File: src/design/sram_host_consts.svh
// Timing counts, widths and lane indices for the SRAM-compatible memory host
`ifndef SRAM_HOST_CONSTS_SVH
`define SRAM_HOST_CONSTS_SVH

`define CLK_PERIOD_NS        20
`define ADDR_SETUP_NS        10
`define ADDR_SETUP_CYC       (((`ADDR_SETUP_NS) + (`CLK_PERIOD_NS) - 1) / (`CLK_PERIOD_NS))
`define PRECHARGE_NS         60
`define PRECHARGE_CYC        (((`PRECHARGE_NS) + (`CLK_PERIOD_NS) - 1) / (`CLK_PERIOD_NS))
`define ACCESS_NS            60
`define ACCESS_CYC           (((`ACCESS_NS) + (`CLK_PERIOD_NS) - 1) / (`CLK_PERIOD_NS))
`define PAGE_ACCESS_NS       30
`define PAGE_ACCESS_CYC      (((`PAGE_ACCESS_NS) + (`CLK_PERIOD_NS) - 1) / (`CLK_PERIOD_NS))
`define ADDR_W               17
`define COL_W                2
`define DATA_W               16
`define CNT_W                4
`define LANE_LO              0
`define LANE_HI              1

`endif

File: src/design/sram_host_pkg.sv
// Types for the SRAM-compatible memory host
package sram_host_pkg;

  typedef enum logic [2:0] {
    ST_IDLE,
    ST_SETUP,
    ST_ACCESS,
    ST_DONE,
    ST_PRECHARGE
  } host_state_t;

endpackage

File: src/design/lane_steer.sv
// Byte-lane select and data steering for 16-bit or byte-wide wiring
`timescale 1ns/1ps
`include "sram_host_consts.svh"

module lane_steer (
  input  wire logic                 byte_mode_in,
  input  wire logic [1:0]           byte_en_in,
  input  wire logic                 byte_addr_in,
  input  wire logic [`DATA_W-1:0]   wdata_in,
  output logic      [1:0]           lane_sel_out,
  output logic      [`DATA_W-1:0]   wdata_out
);

  wire [1:0] byte_sel_w;
  wire       hi_w;

  // In byte mode the lowest address bit picks one lane
  assign hi_w         = byte_addr_in;
  assign byte_sel_w   = hi_w ? 2'h2 : 2'h1;
  assign lane_sel_out = byte_mode_in ? byte_sel_w : byte_en_in;
  // Joined lanes: place the byte on both halves so either lane sees it
  assign wdata_out    = byte_mode_in ? {wdata_in[7:0], wdata_in[7:0]} : wdata_in;

endmodule

File: src/design/sram_host_ctrl.sv
// Host controller driving an asynchronous SRAM-compatible nonvolatile memory
// ************************************************************
// ************************************************************
`timescale 1ns/1ps
`include "sram_host_consts.svh"

module sram_host_ctrl
  import sram_host_pkg::*;
(
  input  wire logic                 ref_clk_in,
  input  wire logic                 arst_n_in,
  input  wire logic                 req_valid_in,
  input  wire logic                 req_write_in,
  input  wire logic                 req_last_in,
  input  wire logic                 req_strict_in,
  input  wire logic                 byte_mode_in,
  input  wire logic [1:0]           req_byte_en_in,
  input  wire logic [`ADDR_W:0]     req_addr_in,
  input  wire logic [`DATA_W-1:0]   req_wdata_in,
  input  wire logic [`DATA_W-1:0]   mem_dq_in,
  output logic                      req_ready_out,
  output logic                      rsp_valid_out,
  output logic      [`DATA_W-1:0]   rsp_rdata_out,
  output logic      [`ADDR_W-1:0]   mem_addr_out,
  output logic      [`DATA_W-1:0]   mem_dq_out,
  output logic                      mem_dq_oe_out,
  output logic                      mem_enable_n_out,
  output logic                      mem_write_n_out,
  output logic                      mem_output_n_out,
  output logic                      upper_lane_select_n_out,
  output logic                      lower_lane_select_n_out
);

  // ************************************************************
  // Request decode
  // ************************************************************
  host_state_t              state_r, state_nxt;
  logic [`CNT_W-1:0]        cnt_r;
  logic [`ADDR_W-1:0]       addr_r;
  logic [`DATA_W-1:0]       wdata_r;
  logic [1:0]               lanes_r;
  logic                     write_r;
  logic                     last_r;
  logic                     strict_r;
  logic                     page_r;

  wire  [1:0]               lane_sel_w;
  wire  [`DATA_W-1:0]       wdata_w;
  wire  [`ADDR_W-1:0]       word_addr_w;
  wire  [`ADDR_W-`COL_W-1:0] row_new_w;
  wire  [`ADDR_W-`COL_W-1:0] row_cur_w;
  wire                      same_row_w;
  wire                      take_w;
  wire                      no_lane_w;
  wire                      cnt_zero_w;
  wire  [`CNT_W-1:0]        acc_cnt_w;

  lane_steer u_lane_steer (
    .byte_mode_in (byte_mode_in),
    .byte_en_in   (req_byte_en_in),
    .byte_addr_in (req_addr_in[0]),
    .wdata_in     (req_wdata_in),
    .lane_sel_out (lane_sel_w),
    .wdata_out    (wdata_w)
  );

  // Byte mode uses the low bit as lane pick; word address is the rest
  assign word_addr_w = byte_mode_in ? req_addr_in[`ADDR_W:1] : req_addr_in[`ADDR_W-1:0];
  assign row_new_w   = word_addr_w[`ADDR_W-1:`COL_W];
  assign row_cur_w   = addr_r[`ADDR_W-1:`COL_W];
  // A page continues only if req_addr_in, one cycle after the take, is in the row captured in addr_r; otherwise full access time, no precharge
  assign same_row_w  = page_r && (row_new_w == row_cur_w) && !strict_r;
  assign no_lane_w   = (lane_sel_w == 2'h0);
  assign cnt_zero_w  = (cnt_r == '0);
  // Page hits reuse the open row and need only the shorter column time
  assign acc_cnt_w   = same_row_w ? `CNT_W'(`PAGE_ACCESS_CYC) : `CNT_W'(`ACCESS_CYC);
  assign take_w      = req_valid_in && req_ready_out;

  // ************************************************************
  // Sequencer
  // ************************************************************
  always_comb begin
    state_nxt = state_r;
    unique case (state_r)
      ST_IDLE:      if (take_w) state_nxt = ST_SETUP;
      ST_SETUP:     if (cnt_zero_w) state_nxt = ST_ACCESS;
      ST_ACCESS:    if (cnt_zero_w) state_nxt = ST_DONE;
      ST_DONE:      state_nxt = (last_r || strict_r) ? ST_PRECHARGE : ST_IDLE;
      ST_PRECHARGE: if (cnt_zero_w) state_nxt = ST_IDLE;
    endcase
  end

  always_ff @(posedge ref_clk_in or negedge arst_n_in) begin
    if (!arst_n_in) begin
      state_r <= ST_IDLE;
    end else begin
      state_r <= state_nxt;
    end
  end

  always_ff @(posedge ref_clk_in or negedge arst_n_in) begin
    if (!arst_n_in) begin
      cnt_r <= '0;
    end else if (state_r == ST_IDLE && take_w) begin
      cnt_r <= `CNT_W'(`ADDR_SETUP_CYC) - `CNT_W'(1);
    end else if (state_r == ST_SETUP && cnt_zero_w) begin
      cnt_r <= acc_cnt_w - `CNT_W'(1);
    end else if (state_r == ST_DONE) begin
      cnt_r <= `CNT_W'(`PRECHARGE_CYC) - `CNT_W'(1);
    end else if (!cnt_zero_w) begin
      cnt_r <= cnt_r - `CNT_W'(1);
    end
  end

  // ************************************************************
  // Request capture
  // ************************************************************
  always_ff @(posedge ref_clk_in or negedge arst_n_in) begin
    if (!arst_n_in) begin
      addr_r   <= '0;
      wdata_r  <= '0;
      lanes_r  <= 2'h0;
      write_r  <= 1'b0;
      last_r   <= 1'b1;
      strict_r <= 1'b0;
    end else if (take_w) begin
      addr_r   <= word_addr_w;
      wdata_r  <= wdata_w;
      lanes_r  <= lane_sel_w;
      write_r  <= req_write_in && !no_lane_w;
      last_r   <= req_last_in;
      strict_r <= req_strict_in;
    end
  end

  // Row stays open only while enable is held low between accesses
  always_ff @(posedge ref_clk_in or negedge arst_n_in) begin
    if (!arst_n_in) begin
      page_r <= 1'b0;
    end else if (state_r == ST_DONE) begin
      page_r <= !(last_r || strict_r);
    end else if (state_r == ST_PRECHARGE) begin
      page_r <= 1'b0;
    end
  end

  // ************************************************************
  // Pin drive
  // ************************************************************
  wire enable_n_nxt_w;
  wire write_n_nxt_w;
  wire oe_n_nxt_w;
  wire dq_oe_nxt_w;
  wire busy_w;
  wire [1:0] lanes_use_w;
  wire write_use_w;

  assign busy_w         = (state_nxt == ST_SETUP) || (state_nxt == ST_ACCESS);
  // At the taking edge the captured lanes are not yet in their registers
  assign lanes_use_w    = (state_r == ST_IDLE) ? lane_sel_w : lanes_r;
  assign write_use_w    = (state_r == ST_IDLE) ? (req_write_in && !no_lane_w) : write_r;
  // Enable stays low across page accesses except one cycle after the first, before page_r is set; address alone starts each one
  assign enable_n_nxt_w = !(busy_w || (state_nxt == ST_DONE) ||
                            (state_nxt == ST_IDLE && page_r));
  // Write strobe only inside the access window, never around reset
  assign write_n_nxt_w  = !((state_nxt == ST_ACCESS) && write_r);
  assign oe_n_nxt_w     = !((state_nxt == ST_ACCESS) && !write_r && lanes_r != 2'h0);
  assign dq_oe_nxt_w    = busy_w && write_use_w;

  always_ff @(posedge ref_clk_in or negedge arst_n_in) begin
    if (!arst_n_in) begin
      mem_enable_n_out        <= 1'b1;
      mem_write_n_out         <= 1'b1;
      mem_output_n_out        <= 1'b1;
      mem_dq_oe_out           <= 1'b0;
      upper_lane_select_n_out <= 1'b1;
      lower_lane_select_n_out <= 1'b1;
    end else begin
      mem_enable_n_out        <= enable_n_nxt_w;
      mem_write_n_out         <= write_n_nxt_w;
      mem_output_n_out        <= oe_n_nxt_w;
      mem_dq_oe_out           <= dq_oe_nxt_w;
      upper_lane_select_n_out <= !(busy_w && lanes_use_w[`LANE_HI]);
      lower_lane_select_n_out <= !(busy_w && lanes_use_w[`LANE_LO]);
    end
  end

  // Address moves with the enable edge, never while enable is already low for a standalone access
  always_ff @(posedge ref_clk_in or negedge arst_n_in) begin
    if (!arst_n_in) begin
      mem_addr_out <= '0;
      mem_dq_out   <= '0;
    end else if (state_r == ST_IDLE && take_w) begin
      mem_addr_out <= word_addr_w;
      mem_dq_out   <= wdata_w;
    end
  end

  // ************************************************************
  // Handshake and read return
  // ************************************************************
  always_ff @(posedge ref_clk_in or negedge arst_n_in) begin
    if (!arst_n_in) begin
      req_ready_out <= 1'b0;
      rsp_valid_out <= 1'b0;
      rsp_rdata_out <= '0;
    end else begin
      req_ready_out <= (state_nxt == ST_IDLE) && !(state_r == ST_IDLE && take_w);
      rsp_valid_out <= (state_r == ST_ACCESS) && cnt_zero_w;
      if (state_r == ST_ACCESS && cnt_zero_w && !write_r) begin
        // Unselected lanes read as zero since the memory leaves them floating
        rsp_rdata_out <= mem_dq_in & {{8{lanes_r[`LANE_HI]}}, {8{lanes_r[`LANE_LO]}}};
      end
    end
  end

endmodule

File: config.mk
export PLATFORM = sky130hd
export DESIGN_NAME = sram_host_ctrl
export DESIGN_NICKNAME = d
export VERILOG_FILES = /design/src/design/sram_host_pkg.sv /design/src/design/lane_steer.sv /design/src/design/sram_host_ctrl.sv
export VERILOG_INCLUDE_DIRS = /design/src /design/src/design
export SDC_FILE = /design/constraint.sdc
export NUM_CORES = 1
export LEC_CHECK = 0
export ABC_AREA = 1
export BUFFER_PORTS_ARGS = -buffer_cell sky130_fd_sc_hd__buf_2
export CORE_AREA = 2 2 96 98
export CTS_CLUSTER_DIAMETER = 60
export DETAILED_ROUTE_END_ITERATION = 6
export DIE_AREA = 0 0 98 100
export PLACE_DENSITY_LB_ADDON = 0.3
export REMOVE_ABC_BUFFERS = 1
export SETUP_SLACK_MARGIN = 0.05
export SLEW_MARGIN = 20
export SYNTH_ARGS = -nofsm -noshare
export SYNTH_HDL_FRONTEND = slang
export SYNTH_HIERARCHICAL = 1
export SYNTH_SLANG_ARGS = --single-unit
File: constraint.sdc
create_clock -name ref_clk_in -period 2.6 [get_ports ref_clk_in]
set_input_delay 0.13 -clock ref_clk_in [delete_from_list [all_inputs] [get_ports ref_clk_in]]
set_output_delay 0.13 -clock ref_clk_in [all_outputs]
set_load 0.01 [all_outputs]
==> results.py, run 1 <==
metrics = {
    "die": {
        "std_cell_rows": 35,
        "die_x_um": 98,
        "core_area_um2": 8890,
        "die_y_um": 100,
        "die_area_um2": 9800,
        "ioPinCount": 116,
        "initial_core_util_pct": 47.9,
    },
    "global_routing": {
        "antenna_found_initial": 0,
        "grt_pass1_wl_um": 17000,
        "grt_max_degree": 52,
        "groute.usage.overall_pct": 21.6,
        "overflow": 0,
        "grt_pass1_vias": 3691,
    },
    "placed_design": {
        "dp.final_hpwl_um": 6990,
        "gp_congestion": 0.842,
        "pre_cts_ws_ps": 930,
        "portBuffers": 115,
    },
    "critical_path": {
        "slowest_stage": "dfrtp_1",
        "end_kind": "register",
        "ff2ff_setup_slack_ps": 910,
        "path_delay_family": "buffers and inverters",
        "cp_max_fo": 22,
        "critPathMaxStageDelay_ps": 460,
        "r2r_end": "mem_dq_out[5]",
        "ff2ff_path_depth": 8,
        "path_cells": "nor2_2, nand2_2, inv_2, nand2_1, inv_2, buf_4, nand2_1, nand2_1",
        "path_class": "reg -> reg",
        "timing.critical_path.mode_cell": "nand2_1",
        "required_ps": 2890,
        "r2r_start": "state_r[1]",
        "worst_setup_path_start_kind": "register",
        "path_buf_inv": 3,
        "critical_path_arrival_ps": 1980,
    },
    "timing": {
        "drv_slew": 0,
        "finalClockSkew_ps": 9.58,
        "tns_ps": 0,
        "timing.final.crit_share_pct": 64.9,
        "rsz0062_at_grt": "no",
        "setup-violations-final": 0,
        "worst_slew_pin_slew_ps": 454,
        "hold_slack_ps": 14.9,
        "fin_ws_ps": 913,
        "fmax_mhz": 593,
        "hold_violations": 0,
        "fin_crit_ps": 1690,
        "slew_headroom_pct": 69.7,
    },
    "synth": {
        "avgSynthCellArea_um2": 7.65,
        "yosysMostFrequentCell": "nand2_1",
        "synth.largest_area_cell": "dfrtp_1",
        "seq_area_frac_synth_pct": 50.2,
        "synth_edf_count": 0,
        "dominantRegCellSynth": "dfrtp_1",
        "yosysUniqueCellTypes": 29,
        "synth_top_area_share_pct": 46.5,
        "synth_area_um2": 4250,
        "synth_cells": 556,
        "ys_warn_count": 6,
        "async_reset_ff_share_pct": 100,
        "yosys_register_bits": 85,
        "synthTopCellsByArea": "dfrtp_1 46%, nand2_1 22%, o21ai_0 4.5%",
        "synth_commonest_cells": "244 x nand2_1, 79 x dfrtp_1, 47 x inv_1",
    },
    "hold_path": {
        "hold_class": "in -> reg",
        "hold_path_depth": 3,
        "hold_end": "rsp_rdata_out[11]",
        "holdCritStartpoint": "mem_dq_in[11]",
    },
    "finish": {
        "utilization_pct": 58.3,
        "fillers": 827,
        "antenna_cells": 0,
        "nets": 734,
        "syn2layout_area_growth_pct": 21.8,
        "drive_gt1_share_pct": 27.0,
    },
    "detailed_routing": {
        "drt-vias-per-instance": 4.82,
        "first_pass_iters": 5,
        "drcViolationCount": 0,
        "first_iter_violations": 104,
        "drt-total-wl_um": 9990,
        "antenna_left": 0,
        "vias": 3806,
        "wl_per_cell_um": 12.7,
    },
    "status": {
        "status": "finished, final reports clean",
    },
    "power": {
        "power.leakage_nw": 2.92,
        "power_density_nw_per_um2": 994,
        "ir_worst_vdd_uv": 536,
    },
    "cts": {
        "cts.sink_count": 85,
        "cts_root_buf": "clkbuf_8",
        "clk_latency_ps": 350,
        "cts-htree-levels": 3,
        "clockBufferDepth": 2,
        "cts_resized": 0,
        "cts_made_buffers": 9,
        "cts_tree": "done",
        "clk_pin_slew_worst_paths_ps": 90,
    },
    "flow_run": {
        "cap_violations": 0,
    },
}
[flip-flops by register name, summed over array words and instances, names as in the netlist]
| signal | cells |
|---|---|
| addr_r | 15 |
| cnt_r | 4 |
| lanes_r | 2 |
| last_r | 1 |
| lower_lane_select_n_out | 1 |
| mem_addr_out | 17 |
| mem_dq_oe_out | 1 |
| mem_dq_out | 16 |
| mem_enable_n_out | 1 |
| mem_output_n_out | 1 |
| mem_write_n_out | 1 |
| page_r | 1 |
| req_ready_out | 1 |
| rsp_rdata_out | 16 |
| rsp_valid_out | 1 |
| state_r | 3 |
| strict_r | 1 |
| upper_lane_select_n_out | 1 |
| write_r | 1 |
[power by group]
part / leakage, nW / total [W] / internal, W / switching, W
Clock: 0.106 / 0.00104 / 0.000546 / 0.000492
Sequential: 1.08 / 0.00221 / 0.00186 / 0.000352
Combinational: 1.74 / 0.00190 / 0.000742 / 0.00116
[cells in the final DEF, fill, tap and decap left out, drive strengths merged]
| cell type | n |
|---|---|
| xnor2 | 1 |
| clkinvlp | 2 |
| o22ai | 1 |
| bufinv | 2 |
| dfrtp | 79 |
| clkbuf | 9 |
| ha | 2 |
| nand2 | 260 |
| a211oi | 1 |
| nand3 | 40 |
| or2 | 1 |
| inv | 59 |
| buf | 121 |
| nor3 | 4 |
| o21ai | 40 |
| o31ai | 2 |
| a21oi | 4 |
| nand4 | 2 |
| dlygate4sd3 | 13 |
| nor2 | 28 |
| dfstp | 6 |
| clkinv | 1 |
[layout make-up]
type	count	area, um2	share of cell area [%]
Sequential cell	85	2130	41.2
Inverter	57	214	4.13
Clock inverter	7	97.6	1.88
Tap cell	111	139	2.68
Multi-Input combinational cell	386	1710	32.9
Timing Repair Buffer	134	766	14.8
Clock buffer	9	124	2.39
[kinds of logic after synthesis]
kind of cell,Yosys count,share of synthesized area [%]
simple gates,335,33.4
buf+inv,85,9.74
flops,85,50.2
compound gates,48,5.85
fa+ha+maj,2,0.588
xor+xnor,1,0.206
[worst max-delay path by stage]
| stage | depth (start not counted) | from | to | slack [ps] |
|---|---|---|---|---|
| after floorplan | 7 | req_ready_out | cnt_r[1] | 70 |
| after global placement | 8 | state_r[1] | mem_addr_out[10] | 1000 |
| after detailed placement | 8 | state_r[1] | mem_dq_out[5] | 930 |
| after CTS | 8 | state_r[1] | mem_dq_out[5] | 910 |
| after global routing | 8 | state_r[1] | mem_dq_out[14] | 710 |
| final | 8 | state_r[1] | mem_dq_out[5] | 910 |
[routing by layer]
metal	wire length, um	part of all wire, %	vias to the layer above	track usage, %
met4	131	1.3	0	8.65
met3	524	5.2	12	4.81
met1	4500	45	1758	28.2
met5	0	0	-	0
met2	4840	48	104	35.4
li1	-	-	1932	-
[through the flow]
step	power [W]	cells	area (um2)
after floorplan	0.00338	528	4050
after global placement	0.00404	760	4830
after detailed placement	0.00412	760	4830
after CTS	0.00519	789	5180
after global routing	0.00560	789	5180
final	0.00515	789	5180
[tightest hold or removal path, cell delays in order]
cell and delay (ps):
buf_2 80, nand3_1 60, o21ai_0 70
[what timing repair did]
item,CTS,global route
hold buffers,13,0
buffers inserted,0,0
hold endpoints to repair,46,0
Power figures use the tool's default switching activity.
==> run 2, diff against run 1 <==
CORE_AREA = 2 2 98 100   (was 2 2 96 98)
DIE_AREA = 0 0 100 102   (was 0 0 98 100)
clock period = 1.4 ns   (was 2.6 ns; I/O delays follow)
==> run 2 against run 1 <==
Against the previous run: the run now ends with negative setup slack left; register-to-register slack got worse by 990 ps; utilization rose by 6.9 points; hold slack barely moved; global-route usage rose by 1.2 points; maximum frequency rose by 14%.
==> results.py, run 2 (synthesis results as in run 1) <==
metrics = {
    "timing": {
        "fmax_mhz": 678,
        "fin_ws_ps": -74.0,
        "worst_slew_pin_slew_ps": 451,
        "finalClockSkew_ps": 9.55,
        "tns_ps": -445,
        "setup-violations-final": 13,
        "rsz0062_at_grt": "yes",
        "timing.final.crit_share_pct": 105,
        "fin_crit_ps": 1470,
        "hold_slack_ps": 15.0,
        "hold_violations": 0,
        "drv_slew": 0,
        "slew_headroom_pct": 69.9,
    },
    "finish": {
        "largest_register_ffs": 17,
        "drive_gt1_share_pct": 33.8,
        "final_cell_mix": "233 x nand2_1, 114 x buf_2, 79 x dfrtp_1",
        "regMostFlops": "mem_addr_out",
        "top_regs": "mem_addr_out (17), mem_dq_out (16), rsp_rdata_out (16)",
        "regArea_um2": 2130,
        "syn2layout_area_growth_pct": 39.6,
        "antenna_cells": 0,
        "multi_input_area_um2": 1880,
        "fillers": 785,
        "final_common_cell": "nand2_1",
        "nets": 790,
    },
    "die": {
        "ioPinCount": 116,
        "initial_core_util_pct": 46.7,
        "die_x_um": 100,
        "std_cell_rows": 35,
        "die_y_um": 102,
        "core_area_um2": 9110,
        "die_area_um2": 10200,
    },
    "global_routing": {
        "grt_max_degree": 86,
        "grt_pass1_vias": 4178,
        "antenna_found_initial": 0,
        "groute.usage.overall_pct": 22.9,
        "overflow": 0,
        "grt_pass1_wl_um": 18500,
    },
    "hold_path": {
        "hold_path_depth": 5,
        "holdCritStartpoint": "req_wdata_in[15]",
        "hold_class": "in -> reg",
        "hold_end": "mem_dq_out[15]",
    },
    "critical_path": {
        "critPathMaxStageDelay_ps": 440,
        "slowest_stage": "dfrtp_1",
        "critical_path_arrival_ps": 1720,
        "end_kind": "register",
        "r2r_start": "state_r[0]",
        "ff2ff_setup_slack_ps": -70,
        "cp_max_fo": 4,
        "timing.critical_path.mode_cell": "nand2_1",
        "ff2ff_path_depth": 10,
        "required_ps": 1650,
        "path_class": "reg -> reg",
        "r2r_end": "cnt_r[1]",
        "path_buf_inv": 1,
        "worst_setup_path_start_kind": "register",
        "path_delay_family": "simple AND/OR/NAND/NOR gates",
        "path_cells": "buf_6, nand2_2, nor2_4, nand3_2, nor2_2, nand2_1, nor2_1, nand2_1, nand3_1, nand2_1",
    },
    "cts": {
        "clockBufferDepth": 2,
        "cts_tree": "done",
        "cts_made_buffers": 9,
        "clk_latency_ps": 360,
        "cts.sink_count": 85,
        "cts_root_buf": "clkbuf_8",
        "clk_pin_slew_worst_paths_ps": 90,
        "cts-htree-levels": 3,
    },
    "detailed_routing": {
        "drcViolationCount": 0,
        "vias": 4084,
        "drt-total-wl_um": 11500,
        "wl_per_cell_um": 13.6,
        "first_iter_violations": 150,
        "drt-vias-per-instance": 4.83,
        "antenna_left": 0,
        "first_pass_iters": 5,
    },
    "status": {
        "status": "complete, but fails checks",
        "violations": "negative setup slack",
    },
    "flow_run": {
        "cap_violations": 0,
    },
    "power": {
        "power.leakage_nw": 3.25,
        "ir_worst_vdd_uv": 949,
        "finalPower_w": 0.0105,
        "power_density_nw_per_um2": 1760,
    },
    "placed_design": {
        "gp_congestion": 0.916,
        "portBuffers": 115,
        "dp.final_hpwl_um": 7280,
    },
}
==> run 2: changes by cell type in the layout (fill, tap and decap cells not counted), moves of 3 or more <==
| cell | change |
|---|---|
| o21ai_0 | -6 |
| dlygate4sd3_1 | +20 |
| o21ai_1 | +5 |
| a21oi_1 | -3 |
| nand2_1 | -11 |
| buf_4 | +22 |
| nand2_2 | +8 |
| nor2_1 | -3 |
| buf_8 | +3 |
| clkbuf_16 | +3 |
| inv_1 | -3 |
| buf_6 | +4 |
| buf_12 | +4 |
==> run 2: what timing repair did <==
item	CTS	global route
gates resized for setup	25	40
pin swaps	14	7
hold endpoints to repair	111	0
hold buffers	33	0
buffers inserted	8	3
cloned	0	4
setup endpoints to repair	53	62
==> run 2: layout make-up <==
class                      instances  area share [%]
sequential                        85            36.0
clock buffer                       9            2.09
clock inverter                     7           0.822
multi-input combinational        386            31.6
inverter                          57            3.98
tap                              111            2.34
timing repair buffer             190            23.2
==> run 2: power breakdown <==
part           switching (W)  total (W)  internal, W  leakage [nW]
logic                0.00264    0.00477      0.00213          2.08
registers           0.000643    0.00410      0.00345          1.08
clock network       0.000933    0.00158     0.000651        0.0898
==> run 2: worst max-delay path by stage <==
stage	startpoint	end	slack, ps	cells after the start
after CTS	state_r[2]	cnt_r[1]	-40	10
final	state_r[0]	cnt_r[1]	-70	10
after floorplan	req_ready_out	cnt_r[1]	-1130	7
after global routing	state_r[0]	cnt_r[0]	-150	11
after global placement	cnt_r[0]	mem_dq_oe_out	-50	8
after detailed placement	cnt_r[0]	rsp_rdata_out[12]	-70	7
==> run 2: worst reg2reg max path, cell delays in order (launching register included) <==
cell and delay, ps:
dfrtp_1 440, buf_6 150, nand2_2 60, nor2_4 140
nand3_2 120, nor2_2 90, nand2_1 60, nor2_1 110
nand2_1 90, nand3_1 70, nand2_1 50
==> run 2: metrics by stage <==
step	cell area, um2	util (%)	setup WS, ps	cells
final	5940	65.2	-74.0	845
after global routing	5940	65.2	-153	845
after floorplan	4050	-	-1130	528
after detailed placement	5040	55.3	-65.4	781
after global placement	5040	55.3	-49.3	781
after CTS	5680	62.3	-39.8	838
==> run 2: metal layers <==
layer / vias up / share of wire, % / GRT usage, %
met2: 119 / 50 / 40.5
met4: 0 / 1.4 / 8.01
li1: 2056 / - / -
met1: 1896 / 43 / 27.5
met3: 13 / 5.7 / 5.20
met5: - / 0 / 0
